[src/hw/tpg_defines.svh]
`ifndef TPG_DEFINES_SVH
`define TPG_DEFINES_SVH
// register indices as printed; byte address is four times the index
`define IDX_SEED_LOW 8'h23
`define IDX_SEED_HIGH 8'h24
`define IDX_PATTERN_CONTROL 8'h25
`define IDX_FIRST_CODE_LOW 8'h26
`define IDX_SECOND_CODE_LOW 8'h27
`define IDX_STATUS 8'h30
`define REG_RESET 16'h0000
`define POS_PIN_SYNC 15
`define POS_SEED_SOURCE 14
`define POS_SHORT_LFSR 13
`define POS_PRBS_EN 12
`define POS_SOFT_SYNC 8
`define POS_RAMP_EN 6
`define POS_TOGGLE_EN 5
`define POS_FIXED_EN 4
`define LFSR_DEFAULT_SEED 23'h7fffff
`endif

[src/hw/tpg_pkg.sv]
package tpg_pkg;
   typedef enum logic [1:0] {
      mode_normal = 2'b00,
      mode_prbs = 2'b01,
      mode_ramp = 2'b11,
      mode_code = 2'b10
   } mode_type;
   typedef struct packed {
      logic [11:0] data;
      logic sync;
   } sample_type;
endpackage : tpg_pkg

[src/hw/adc_output_test_pattern_gen.sv]
// The APB register port was left to the implementer.
`timescale 1ns/1ps
`include "tpg_defines.svh"
// Functional notes
// - pin sync acts only when select bit set
// - seed source bit picks register seed
// - 23-bit lfsr default, 9-bit when selected
// - prbs enable replaces samples with prbs
// - software sync bit restarts all patterns
// - ramp enable gives full-scale repeating ramp
// - toggle enable alternates first and second code
// - fixed enable holds first code constantly
// - second code upper bits from control 3:2
// - first code upper bits from control 1:0
// - first code lower from register 15:6
// - second code lower from register 15:6
// - control register resets to zero
// - 23-bit seed from both seed registers
module adc_output_test_pattern_gen #(
   parameter int fifo_depth = 8
) (
   input wire logic pclk,
   input wire logic presetn,
   input wire logic psel,
   input wire logic penable,
   input wire logic pwrite,
   input wire logic [11:0] paddr,
   input wire logic [31:0] pwdata,
   output logic [31:0] prdata,
   output logic pready,
   output logic pslverr,
   input wire logic sync_pin,
   input wire logic sample_clk,
   input wire logic [11:0] adc_sample,
   output logic [11:0] out_sample,
   output logic out_valid,
   output logic out_sync
);
   logic [15:0] ctrl_ff, nxt_ctrl, seed_lo_ff, nxt_seed_lo, seed_hi_ff, nxt_seed_hi;
   logic [15:0] code1_ff, nxt_code1, code2_ff, nxt_code2;
   logic [31:0] prdata_ff, nxt_prdata;
   logic pready_ff, nxt_pready, pslverr_ff, nxt_pslverr, soft_sync_ff, nxt_soft_sync;
   logic [2:0] pin_sh_ff, clk_sh_ff;
   logic pin_lvl_ff, nxt_pin_lvl, clk_lvl_ff, nxt_clk_lvl;
   logic [22:0] lfsr_ff, nxt_lfsr;
   logic [11:0] ramp_ff, nxt_ramp;
   logic phase_ff, nxt_phase;
   tpg_pkg::sample_type gen, fifo_out;
   tpg_pkg::mode_type mode;
   logic [11:0] out_ff, nxt_out;
   logic valid_ff, nxt_valid, osync_ff, nxt_osync;
   logic pending_ff, nxt_pending;
   logic tick, sync_evt, fifo_ready, fifo_valid, access, known;
   logic [7:0] idx;
   logic [11:0] first_code, second_code;
   logic [22:0] start_seed;

   function automatic logic [22:0] lfsr_step(input logic [22:0] v, input logic short_sel);
      logic fb;
      fb = short_sel ? (v[8] ^ v[4]) : (v[22] ^ v[17]);
      lfsr_step = short_sel ? {14'h0000, v[7:0], fb} : {v[21:0], fb};
   endfunction : lfsr_step

   // apb: zero wait states, word index from paddr[9:2]
   always_comb begin
      idx = paddr[9:2];
      access = psel && penable;
      known = idx inside {`IDX_SEED_LOW, `IDX_SEED_HIGH, `IDX_PATTERN_CONTROL,
                          `IDX_FIRST_CODE_LOW, `IDX_SECOND_CODE_LOW, `IDX_STATUS};
      nxt_ctrl = ctrl_ff;
      nxt_seed_lo = seed_lo_ff;
      nxt_seed_hi = seed_hi_ff;
      nxt_code1 = code1_ff;
      nxt_code2 = code2_ff;
      nxt_soft_sync = 1'b0;
      nxt_pready = psel && !penable;
      nxt_pslverr = psel && !penable && !(known && paddr[1:0] == 2'h0);
      nxt_prdata = 32'h00000000;
      if (psel && !penable && !pwrite) begin
         case (idx)
            `IDX_SEED_LOW: nxt_prdata = {16'h0000, seed_lo_ff};
            `IDX_SEED_HIGH: nxt_prdata = {16'h0000, seed_hi_ff};
            `IDX_PATTERN_CONTROL: nxt_prdata = {16'h0000, ctrl_ff};
            `IDX_FIRST_CODE_LOW: nxt_prdata = {16'h0000, code1_ff};
            `IDX_SECOND_CODE_LOW: nxt_prdata = {16'h0000, code2_ff};
            `IDX_STATUS: nxt_prdata = {20'h00000, fifo_valid, 1'b0, mode, lfsr_ff[7:0]};
            default: nxt_prdata = 32'h00000000;
         endcase
      end
      if (access && pready_ff && pwrite && !pslverr_ff) begin
         case (idx)
            `IDX_SEED_LOW: nxt_seed_lo = pwdata[15:0];
            `IDX_SEED_HIGH: nxt_seed_hi = pwdata[15:0];
            `IDX_PATTERN_CONTROL: begin
               nxt_ctrl = pwdata[15:0];
               nxt_soft_sync = pwdata[`POS_SOFT_SYNC];
            end
            `IDX_FIRST_CODE_LOW: nxt_code1 = pwdata[15:0];
            `IDX_SECOND_CODE_LOW: nxt_code2 = pwdata[15:0];
            default: nxt_ctrl = ctrl_ff;
         endcase
      end
   end

   always_ff @(posedge pclk or negedge presetn) begin
      if (!presetn) begin
         ctrl_ff <= `REG_RESET;
         seed_lo_ff <= `REG_RESET;
         seed_hi_ff <= `REG_RESET;
         code1_ff <= `REG_RESET;
         code2_ff <= `REG_RESET;
         prdata_ff <= 32'h00000000;
         pready_ff <= 1'b0;
         pslverr_ff <= 1'b0;
         soft_sync_ff <= 1'b0;
      end else begin
         ctrl_ff <= nxt_ctrl;
         seed_lo_ff <= nxt_seed_lo;
         seed_hi_ff <= nxt_seed_hi;
         code1_ff <= nxt_code1;
         code2_ff <= nxt_code2;
         prdata_ff <= nxt_prdata;
         pready_ff <= nxt_pready;
         pslverr_ff <= nxt_pslverr;
         soft_sync_ff <= nxt_soft_sync;
      end
   end

   // pin inputs: three stages, level moves when the last two agree
   always_comb begin
      nxt_pin_lvl = (pin_sh_ff[1] == pin_sh_ff[2]) ? pin_sh_ff[2] : pin_lvl_ff;
      nxt_clk_lvl = (clk_sh_ff[1] == clk_sh_ff[2]) ? clk_sh_ff[2] : clk_lvl_ff;
   end

   always_ff @(posedge pclk or negedge presetn) begin
      if (!presetn) begin
         pin_sh_ff <= 3'h0;
         clk_sh_ff <= 3'h0;
         pin_lvl_ff <= 1'b0;
         clk_lvl_ff <= 1'b0;
      end else begin
         pin_sh_ff <= {pin_sh_ff[1:0], sync_pin};
         clk_sh_ff <= {clk_sh_ff[1:0], sample_clk};
         pin_lvl_ff <= nxt_pin_lvl;
         clk_lvl_ff <= nxt_clk_lvl;
      end
   end

   // pattern generation, one step per sample clock rising edge
   always_comb begin
      tick = nxt_clk_lvl && !clk_lvl_ff;
      first_code = {ctrl_ff[1:0], code1_ff[15:6]};
      second_code = {ctrl_ff[3:2], code2_ff[15:6]};
      start_seed = ctrl_ff[`POS_SEED_SOURCE] ? {seed_hi_ff[15:9], seed_lo_ff}
                                             : `LFSR_DEFAULT_SEED;
      if (ctrl_ff[`POS_SHORT_LFSR]) begin
         start_seed = {14'h0000, start_seed[8:0]};
      end
      if (start_seed == 23'h000000) begin
         start_seed = 23'h000001; // all-zero would lock the lfsr
      end
      // a sync that lands outside a tick waits for the next one
      nxt_pending = pending_ff || soft_sync_ff
                    || (ctrl_ff[`POS_PIN_SYNC] && nxt_pin_lvl && !pin_lvl_ff);
      sync_evt = tick && nxt_pending;
      if (tick) begin
         nxt_pending = 1'b0;
      end
      if (ctrl_ff[`POS_PRBS_EN]) begin
         mode = tpg_pkg::mode_prbs;
      end else if (ctrl_ff[`POS_RAMP_EN]) begin
         mode = tpg_pkg::mode_ramp;
      end else if (ctrl_ff[`POS_TOGGLE_EN] || ctrl_ff[`POS_FIXED_EN]) begin
         mode = tpg_pkg::mode_code;
      end else begin
         mode = tpg_pkg::mode_normal;
      end
      // a length change without a sync keeps the old state; only a sync reloads a legal seed
      nxt_lfsr = lfsr_ff;
      nxt_ramp = ramp_ff;
      nxt_phase = phase_ff;
      if (sync_evt) begin
         nxt_lfsr = start_seed;
         nxt_ramp = 12'h000;
         nxt_phase = 1'b0;
      end else if (tick) begin
         nxt_lfsr = lfsr_step(lfsr_ff, ctrl_ff[`POS_SHORT_LFSR]);
         nxt_ramp = ramp_ff + 12'h001;
         nxt_phase = !phase_ff;
      end
      case (mode)
         tpg_pkg::mode_prbs: gen.data = lfsr_ff[11:0];
         tpg_pkg::mode_ramp: gen.data = ramp_ff;
         tpg_pkg::mode_code: gen.data = (ctrl_ff[`POS_TOGGLE_EN] && phase_ff) ? second_code
                                                                             : first_code;
         default: gen.data = adc_sample;
      endcase
      gen.sync = sync_evt;
   end

   always_ff @(posedge pclk or negedge presetn) begin
      if (!presetn) begin
         lfsr_ff <= `LFSR_DEFAULT_SEED;
         ramp_ff <= 12'h000;
         phase_ff <= 1'b0;
         pending_ff <= 1'b0;
      end else begin
         lfsr_ff <= nxt_lfsr;
         ramp_ff <= nxt_ramp;
         phase_ff <= nxt_phase;
         pending_ff <= nxt_pending;
      end
   end

   // out_ready is tied high, so the fifo never fills and no tick is lost
   sample_fifo #(.width(13), .depth(fifo_depth)) u_fifo (
      .pclk(pclk),
      .presetn(presetn),
      .in_valid(tick),
      .in_ready(fifo_ready),
      .in_data(gen),
      .out_valid(fifo_valid),
      .out_ready(1'b1),
      .out_data(fifo_out)
   );

   always_comb begin
      nxt_valid = fifo_valid;
      nxt_out = fifo_valid ? fifo_out.data : out_ff;
      nxt_osync = fifo_valid && fifo_out.sync;
   end

   always_ff @(posedge pclk or negedge presetn) begin
      if (!presetn) begin
         out_ff <= 12'h000;
         valid_ff <= 1'b0;
         osync_ff <= 1'b0;
      end else begin
         out_ff <= nxt_out;
         valid_ff <= nxt_valid;
         osync_ff <= nxt_osync;
      end
   end

   assign prdata = prdata_ff;
   assign pready = pready_ff;
   assign pslverr = pslverr_ff;
   assign out_sample = out_ff;
   assign out_valid = valid_ff;
   assign out_sync = osync_ff;

   // bus side checks
   a_ctrl_reset: assert property (@(posedge pclk) $rose(presetn) |-> ctrl_ff == 16'h0000)
      else $error("control not zero after reset");
   a_code_write: assert property (@(posedge pclk) disable iff (!presetn)
      (access && pready_ff && pwrite && !pslverr_ff && idx == `IDX_FIRST_CODE_LOW)
      |=> code1_ff == 16'($past(pwdata)))
      else $error("code write lost");
   a_refused_write: assert property (@(posedge pclk) disable iff (!presetn)
      (access && pwrite && pslverr_ff) |=> $stable(ctrl_ff))
      else $error("refused write changed control");
   a_pready_pulse: assert property (@(posedge pclk) disable iff (!presetn)
      pready |=> !pready)
      else $error("pready held too long");
   a_error_with_ready: assert property (@(posedge pclk) disable iff (!presetn)
      pslverr |-> pready)
      else $error("pslverr without pready");
   a_read_upper_zero: assert property (@(posedge pclk) disable iff (!presetn)
      pready |-> prdata[31:16] == 16'h0000)
      else $error("read upper half not zero");

   // pattern side checks
   a_soft_sync_restart: assert property (@(posedge pclk) disable iff (!presetn)
      soft_sync_ff |=> (ramp_ff == 12'h000 || pending_ff))
      else $error("soft sync did not restart");
   a_soft_sync_pulse: assert property (@(posedge pclk) disable iff (!presetn)
      soft_sync_ff |=> !soft_sync_ff)
      else $error("soft sync held too long");
   a_pending_holds: assert property (@(posedge pclk) disable iff (!presetn)
      (pending_ff && !tick) |=> pending_ff)
      else $error("pending sync lost");
   a_pin_sync_gated: assert property (@(posedge pclk) disable iff (!presetn)
      (!ctrl_ff[15] && !soft_sync_ff && !pending_ff) |=> !pending_ff)
      else $error("pin sync acted while disabled");
   a_ramp_step: assert property (@(posedge pclk) disable iff (!presetn)
      (tick && !sync_evt) |=> ramp_ff == $past(ramp_ff) + 12'h001)
      else $error("ramp did not step");
   a_ramp_sync_zero: assert property (@(posedge pclk) disable iff (!presetn)
      sync_evt |=> ramp_ff == 12'h000)
      else $error("ramp not restarted");
   a_toggle_first: assert property (@(posedge pclk) disable iff (!presetn)
      sync_evt |=> !phase_ff)
      else $error("toggle not on first code");
   a_toggle_steps: assert property (@(posedge pclk) disable iff (!presetn)
      (tick && !sync_evt) |=> phase_ff != $past(phase_ff))
      else $error("toggle did not change");
   a_fixed_code: assert property (@(posedge pclk) disable iff (!presetn)
      (mode == tpg_pkg::mode_code && !ctrl_ff[5]) |-> gen.data == {ctrl_ff[1:0], code1_ff[15:6]})
      else $error("fixed code wrong");
   a_first_code: assert property (@(posedge pclk) disable iff (!presetn)
      (mode == tpg_pkg::mode_code && ctrl_ff[5] && !phase_ff) |-> gen.data == {ctrl_ff[1:0], code1_ff[15:6]})
      else $error("first code wrong");
   a_second_code: assert property (@(posedge pclk) disable iff (!presetn)
      (mode == tpg_pkg::mode_code && ctrl_ff[5] && phase_ff) |-> gen.data == {ctrl_ff[3:2], code2_ff[15:6]})
      else $error("second code wrong");
   a_normal_pass: assert property (@(posedge pclk) disable iff (!presetn)
      mode == tpg_pkg::mode_normal |-> gen.data == adc_sample)
      else $error("normal samples not passed");
   a_seed_load: assert property (@(posedge pclk) disable iff (!presetn)
      (sync_evt && ctrl_ff[14] && !ctrl_ff[13] && {seed_hi_ff[15:9], seed_lo_ff} != 23'h000000)
      |=> (lfsr_ff[15:0] == $past(seed_lo_ff) && lfsr_ff[22:16] == 7'($past(seed_hi_ff) >> 9)))
      else $error("seed not loaded");
   a_short_lfsr: assert property (@(posedge pclk) disable iff (!presetn)
      (tick && ctrl_ff[13]) |=> lfsr_ff[22:9] == 14'h0000)
      else $error("short lfsr uses high bits");
   a_long_shift: assert property (@(posedge pclk) disable iff (!presetn)
      (tick && !sync_evt && !ctrl_ff[13]) |=> lfsr_ff[22:1] == 22'($past(lfsr_ff)))
      else $error("long lfsr did not shift");
   a_short_shift: assert property (@(posedge pclk) disable iff (!presetn)
      (tick && !sync_evt && ctrl_ff[13]) |=> lfsr_ff[8:1] == 8'($past(lfsr_ff)))
      else $error("short lfsr did not shift");
   a_prbs_out: assert property (@(posedge pclk) disable iff (!presetn)
      ctrl_ff[12] |-> gen.data == lfsr_ff[11:0])
      else $error("prbs not selected");

   // stream side checks, then pattern covers
   a_fifo_no_drop: assert property (@(posedge pclk) disable iff (!presetn)
      tick |-> fifo_ready)
      else $error("sample dropped at fifo");
   a_out_follows: assert property (@(posedge pclk) disable iff (!presetn)
      fifo_valid |=> out_valid)
      else $error("output valid missing");
   c_prbs: cover property (@(posedge pclk) ctrl_ff[12] && tick);
   c_ramp_wrap: cover property (@(posedge pclk) ramp_ff == 12'hfff && tick);
   c_pin_sync: cover property (@(posedge pclk) ctrl_ff[15] && sync_evt);
   c_toggle: cover property (@(posedge pclk) ctrl_ff[5] && phase_ff && tick);
   c_soft_sync: cover property (@(posedge pclk) soft_sync_ff && ctrl_ff[6]);
endmodule : adc_output_test_pattern_gen

[src/hw/sample_fifo.sv]
`timescale 1ns/1ps
module sample_fifo #(
   parameter int width = 13,
   parameter int depth = 8
) (
   input wire logic pclk,
   input wire logic presetn,
   input wire logic in_valid,
   output logic in_ready,
   input wire logic [width-1:0] in_data,
   output logic out_valid,
   input wire logic out_ready,
   output logic [width-1:0] out_data
);
   localparam int aw = $clog2(depth);
   logic [width-1:0] mem_ff [depth];
   logic [aw:0] wr_ff, rd_ff, nxt_wr, nxt_rd;
   logic push, pop;
   always_comb begin
      push = in_valid && in_ready;
      pop = out_valid && out_ready;
      nxt_wr = wr_ff + (aw+1)'(push);
      nxt_rd = rd_ff + (aw+1)'(pop);
      in_ready = (wr_ff - rd_ff) != (aw+1)'(depth);
      out_valid = wr_ff != rd_ff;
      out_data = mem_ff[rd_ff[aw-1:0]];
   end
   always_ff @(posedge pclk or negedge presetn) begin
      if (!presetn) begin
         wr_ff <= '0;
         rd_ff <= '0;
      end else begin
         wr_ff <= nxt_wr;
         rd_ff <= nxt_rd;
      end
   end
   always_ff @(posedge pclk) begin
      if (push) begin
         mem_ff[wr_ff[aw-1:0]] <= in_data;
      end
   end
endmodule : sample_fifo

[config.mk]
export PLATFORM = sky130hd
export DESIGN_NAME = adc_output_test_pattern_gen
export DESIGN_NICKNAME = d
export VERILOG_FILES = /design/src/hw/tpg_pkg.sv /design/src/hw/adc_output_test_pattern_gen.sv /design/src/hw/sample_fifo.sv
export VERILOG_INCLUDE_DIRS = /design/src /design/src/hw
export SDC_FILE = /design/constraint.sdc
export NUM_CORES = 1
export LEC_CHECK = 0
export ABC_CLOCK_PERIOD_IN_PS = 10800
export BUFFER_PORTS_ARGS = -buffer_cell sky130_fd_sc_hd__buf_2
export CORE_ASPECT_RATIO = 1.75
export CORE_UTILIZATION = 30
export DETAILED_ROUTE_END_ITERATION = 6
export SETUP_SLACK_MARGIN = 0.02
export SLEW_MARGIN = 5
export SYNTH_ARGS = -nofsm -noshare
export SYNTH_HDL_FRONTEND = slang
export SYNTH_SLANG_ARGS = --single-unit
[constraint.sdc]
create_clock -name pclk -period 10.8 [get_ports pclk]
set_clock_uncertainty 0.1 [all_clocks]
set_input_delay 2.16 -clock pclk [delete_from_list [all_inputs] [get_ports pclk]]
set_output_delay 2.16 -clock pclk [all_outputs]
set_load 0.005 [all_outputs]
# Yosys cells after proc, flatten, opt, wreduce, memory -nomap -nowiden

Memories as Yosys holds them, arrays and structs flattened.
Index checks and enable logic that the tools add are counted.
W data, S select, Z words.

Bits in registers: 182
Latch bits: 0
RAM bits: 104
Bits in read-only memories: 0
Bits of input ports: 63
Output and inout bits: 48
Word-level logic and storage cells: 101
Memories: 1

$add $sub $neg: 4
Multipliers: 0
Divide/modulo/power cells: 0
$lt $le $gt $ge: 0
Eq/ne operators: 13
Shift-type cells: 0
Muxes and demuxes: 25
Bitwise operators: 2
Reduce and logical (&&, ||, !) cells: 34

Memory list:

| name          | depth | width | read ports | clocked after memory_dff | write ports | RTL line          | text |
|---|---|---|---|---|---|---|---|
| u_fifo.mem_ff | 8     | 13    | 1          | 0                        | 1           | sample_fifo.sv:16 | `logic [width-1:0] mem_ff [depth];` |

Operators with widths:

| cell                    | number |
|---|---|
| $mux W23                | 6 |
| $pmux W16 S6            | 1 |
| $eq A8 B6 Y1 const B    | 6 |
| $mux W12                | 3 |
| $pmux W12 S3            | 1 |
| $mux W32                | 1 |
| $logic_not A23 Y1       | 1 |
| $logic_and A1 B1 Y1     | 15 |
| $add A12 B1 Y12 const B | 1 |
| $mux W1                 | 10 |
| $reduce_and A2 Y1       | 5 |
| $add A4 B1 Y4           | 2 |
| $logic_not A1 Y1        | 7 |
| $mux W2                 | 3 |
| $reduce_bool A6 Y1      | 1 |
| $eq A2 B2 Y1 const B    | 2 |
| $ne A4 B4 Y1            | 1 |
| $ne A4 B4 Y1 const B    | 1 |
| $sub A4 B4 Y4           | 1 |
| $logic_or A1 B1 Y1      | 3 |
| $eq A1 B1 Y1            | 2 |
| $eq A2 B1 Y1 const B    | 1 |
| $logic_not A2 Y1        | 1 |
| $reduce_bool A2 Y1      | 1 |
| $xor A1 B1 Y1           | 2 |

# Longest topological paths before layout

Depth after elaboration: 7
Mapped depth: 11
Mapped depth without buffers: 9

# By module

Synthesis repeated with hierarchy kept, for this count alone.

Cells, all modules: 859
Area, all modules: 12,040.3 µm²

Modules (own cells, without submodules):

| module                      | instances | cells an instance | area each (µm²) | seq. area each (µm²) |
|---|---|---|---|---|
| adc_output_test_pattern_gen | 1         | 632               | 7,634.8         | 3,982.6 |
| sample_fifo                 | 1         | 227               | 4,405.5         | 3,323.2 |

# Least setup slack after synthesis

OpenSTA, ideal clock, no wires.

Path kind: in2reg
From: in paddr[5]
To: reg ctrl_ff[10]
Setup time: 0.125 ns
Arrival time: 4.350 ns
Data required time: 10.575 ns
Setup slack: 6.225 ns
Cell stages on the path: 7
Path buffers: 3
Path through: or4b_1 > buf_2 > or4b_1 > buf_2 > nor3b_4 > buf_4 > mux2_2

Word-level cells in the longest chain between the ends: 2

RTL lines:

| item                               | RTL line                           | text |
|---|---|---|
| start, declared                    | adc_output_test_pattern_gen.sv:27  | `input wire logic [11:0] paddr,` |
| $eq A8 B6 Y1                       | adc_output_test_pattern_gen.sv:91  | `case (idx)` |
| $reduce_and A2 Y1 (no source line) | -                                  |  |
| end signal, assigned               | adc_output_test_pattern_gen.sv:107 | `` ctrl_ff <= `REG_RESET; `` |
| end signal, assigned               | adc_output_test_pattern_gen.sv:117 | `ctrl_ff <= nxt_ctrl;` |
| end, declared                      | adc_output_test_pattern_gen.sv:39  | `logic [15:0] ctrl_ff, nxt_ctrl, seed_lo_ff, nxt_seed_lo, seed_hi_ff, nxt_seed_hi;` |

No other way between the ends.
A chain may end at the register's enable or synchronous reset.

# Worst setup path after layout

From: in paddr[2]
To: reg seed_lo_ff[10]

Word-level cells in the longest chain between the ends: 2

RTL lines:

| item                               | RTL line                           | text |
|---|---|---|
| $eq A8 B6 Y1                       | adc_output_test_pattern_gen.sv:91  |  |
| $reduce_and A2 Y1 (no source line) | -                                  |  |
| end signal, assigned               | adc_output_test_pattern_gen.sv:108 | `` seed_lo_ff <= `REG_RESET; `` |
| end signal, assigned               | adc_output_test_pattern_gen.sv:118 | `seed_lo_ff <= nxt_seed_lo;` |
| end, declared                      | adc_output_test_pattern_gen.sv:39  |  |

No other way between the ends.

==> results.json <==
{
  "run_status": "finished with violations",
  "failed_checks": "DRC",
  "cts_tree": "done",
  "ys.flop_type": "dfrtp_1",
  "postCtsSetupBuffers": 0,
  "power.leakage_nw": 5.469,
  "whs_ns": 0.2543,
  "yosys-top-cells-count": "143 x dfrtp_1, 104 x edfxtp_1, 82 x mux2_2",
  "number_of_enable_flip_flop_cells_after_synthesis": 104,
  "synth_seq_area_share_pct": 61.47,
  "power_density_nw_per_um2": 190.2,
  "grt_setup_unrepaired": "no",
  "worst-endpoint-arrival_ns": 5.32,
  "cp_slowest_stage_delay_ns": 0.96,
  "worst-slew-pin-transition_ns": 1.128,
  "fp-row-count": 96,
  "clock_sink_count": 270,
  "synth_largest_area_cell": "dfrtp_1",
  "met1_wire_length_um": 10850,
  "final-hold-violation-count": 0,
  "max_freq_ghz": 0.1999,
  "drt-wirelength-per-cell_um": 20.75,
  "diodes": 0,
  "drt-total-wl_um": 29250,
  "critical_path.cell_chain": "buf_2, nand3b_1, nor3_1, and3_1, mux2_2",
  "post-route-period-util_pct": 46.32,
  "top_layer": "met5",
  "fin_setup_tns_ns": 0,
  "combinational_family_with_the_most_area_after_synthesis": "multiplexers",
  "grt_pass1_vias": 7590,
  "met3RoutedLength_um": 1337,
  "worst-setup-path-type": "in -> reg",
  "critical_path.slowest_cell": "and3_1",
  "grt_remaining_overflow": 0,
  "yosys_register_bits": 270,
  "final.min_clock_period_ns": 5.002,
  "wl_met2_um": 15760,
  "final_cell_area_um2": 13630,
  "critPathLaunchType": "primary input",
  "clk_path_buf_depth": 3,
  "layout.filler_cells": 3768,
  "port_buffer_count": 76,
  "dieWidth_um": 152.5,
  "postCtsResizedCells": 0,
  "mux_share_of_post_synthesis_cell_area_pct": 18.09,
  "worst_ir_drop_vdd_mv": 0.1201,
  "cts_buffers": 26,
  "clk_pin_slew_worst_paths_ns": 0.06,
  "clk_latency_ns": 0.54,
  "layout-drive-gt1-share_pct": 33.37,
  "max_cap_violations": 0,
  "synth_compound_gate_area_share_pct": 6.422,
  "syn-instance-count": 824,
  "io_pins": 111,
  "synth_area_per_cell_um2": 14.42,
  "max-slew-margin-rel_pct": 24.21,
  "initial_standard_cell_utilization_of_the_core_pct": 30.35,
  "data_required_time_at_the_worst_endpoint_ns": 11.12,
  "cts_hold_buf": 0,
  "layout.nets": 971,
  "routed-via-count": 7214,
  "grt_antenna_before_repair": 3,
  "synth_simple_gate_area_share_pct": 9.138,
  "core_um2": 39160,
  "netlist_area_um2": 11890,
  "floorplan.die_area_um2": 40450,
  "netlist.area_leader.share_pct": 30.11,
  "final_antenna_net_count": 0,
  "dpl_cell_area_um2": 12810,
  "worst_hold_path_type": "reg -> reg",
  "number_of_warnings_printed_during_yosys_synthesis": 0,
  "detailedPlace.worstSlack_ns": 5.265,
  "cell_with_the_most_instances_after_synthesis": "dfrtp_1",
  "die_height_um": 265.3,
  "path_max_fanout": 24,
  "post_route_setup_slack_ns": 5.798,
  "grt_first_pass_wirelength_um": 45840,
  "timing.final.setup_violations": 0,
  "place_hpwl_um": 20400,
  "remaining_drc_errors": 17,
  "synth_async_sr_flop_share_pct": 61.48,
  "gp_routability_congestion": 0.8349,
  "root_buffer": "clkbuf_16",
  "grtUsageTotal_pct": 14.82,
  "synth.top_cells.by_area": "dfrtp_1 30%, edfxtp_1 26%, mux4_2 8.0%, mux2_2 7.8%, dfstp_2 5.1%",
  "vias_per_cell": 5.116,
  "initial_drt_pass_iterations": 7,
  "yosys.area_share.adder_pct": 1.011,
  "number_of_design_rule_violations_left_by_the_first_detailed_router_iteration": 391,
  "synth_cell_types": 58,
  "synth_xor_xnor_area_share_pct": 0.9580,
  "cp-end-kind": "flip-flop",
  "drv_slew": 0,
  "cts.htree.levels": 1,
  "pin_count_of_the_biggest_net_entering_global_routing": 92,
  "area.growth.synth_to_final_pct": 14.70
}
layout make-up:
type	count	area [µm²]	share of cell area, %
Clock buffer	36	760.7	5.581
Timing Repair Buffer	94	521.8	3.827
Tap cell	490	613.1	4.497
Multi-Input combinational cell	502	4344	31.87
Sequential cell	270	7307	53.60
Inverter	6	22.52	0.1652
Clock inverter	12	62.56	0.4589
registers in the layout, indices dropped and copies added (netlist names), 3 cells and up:
name	flops
u_fifo.mem_ff	104
lfsr_ff	23
code1_ff	16
code2_ff	16
ctrl_ff	16
prdata	16
seed_hi_ff	16
seed_lo_ff	16
out_sample	12
ramp_ff	12
u_fifo.rd_ff	4
u_fifo.wr_ff	4
clk_sh_ff	3
pin_sh_ff	3
cells in the final DEF (no fill, tap or decap), types with 5 or more instances in the layout:
cell type  count
a21oi_1       18
a222oi_1      12
a22o_1         8
a22oi_1       16
buf_2         75
buf_4         18
clkbuf_1       5
clkbuf_16     28
clkinv_2       6
conb_1        16
dfrtp_1      142
dfstp_2       23
edfxtp_1     104
ha_1           8
inv_1          5
mux2_2        82
mux2_4        10
mux2i_1       13
mux4_2        42
nand2_1       53
nand2b_1       8
nand3_1        9
nor2_1        64
nor3b_1       22
nor4_2         6
o21ai_0       20
o31ai_1       24
xor2_1        10
per-stage QoR:
stage / util [%] / power (mW) / std cells
2_1_floorplan: - / 1.562 / 839
3_3_place_gp: 32.71 / 1.730 / 1362
3_5_place_dp: 32.71 / 1.746 / 1362
4_1_cts: 34.81 / 2.631 / 1410
5_1_grt: 34.81 / 2.717 / 1410
6_report: 34.81 / 2.593 / 1410
cell families after synthesis:
family / Yosys count
buffers and inverters: 67
xor gates and xnor gates: 13
other: 1
and+or+nand+nor: 208
muxes: 147
adders and majority gates: 10
DFF: 270
AOI/OAI and AO/OA: 108
report_power, final:
| part | internal (mW) | switching [mW] |
|---|---|---|
| Sequential | 1.16 | 0.0718 |
| Clock | 0.493 | 0.388 |
| Combinational | 0.216 | 0.262 |
final timing paths:
path	slack [ns]	start	cells past startpoint	endpoint
min	0.25	clk_sh_ff[0]	0	clk_sh_ff[1]
min reg2reg	0.25	clk_sh_ff[0]	0	clk_sh_ff[1]
max in group asynchronous	7.44	presetn	2	code1_ff[12]
max reg2reg	6.64	u_fifo.rd_ff[2]	8	u_fifo.wr_ff[2]
max	5.80	paddr[2]	5	seed_lo_ff[10]
min in group asynchronous	1.59	presetn	1	out_sample[1]
layer usage:
layer  track usage [%]  up-vias
li1                  -     3242
met3             2.330       63
met5                 0        -
met4             7.398        4
met1             16.07     3686
met2             27.81      219
critical path, delay by kind of cell:
| family | cells | cell delay (ns) |
|---|---|---|
| buf+inv | 1 | 0.54 |
| simple gates | 3 | 2.17 |
| mux | 1 | 0.42 |
Note: power is estimated with default switching activity, not from simulation.
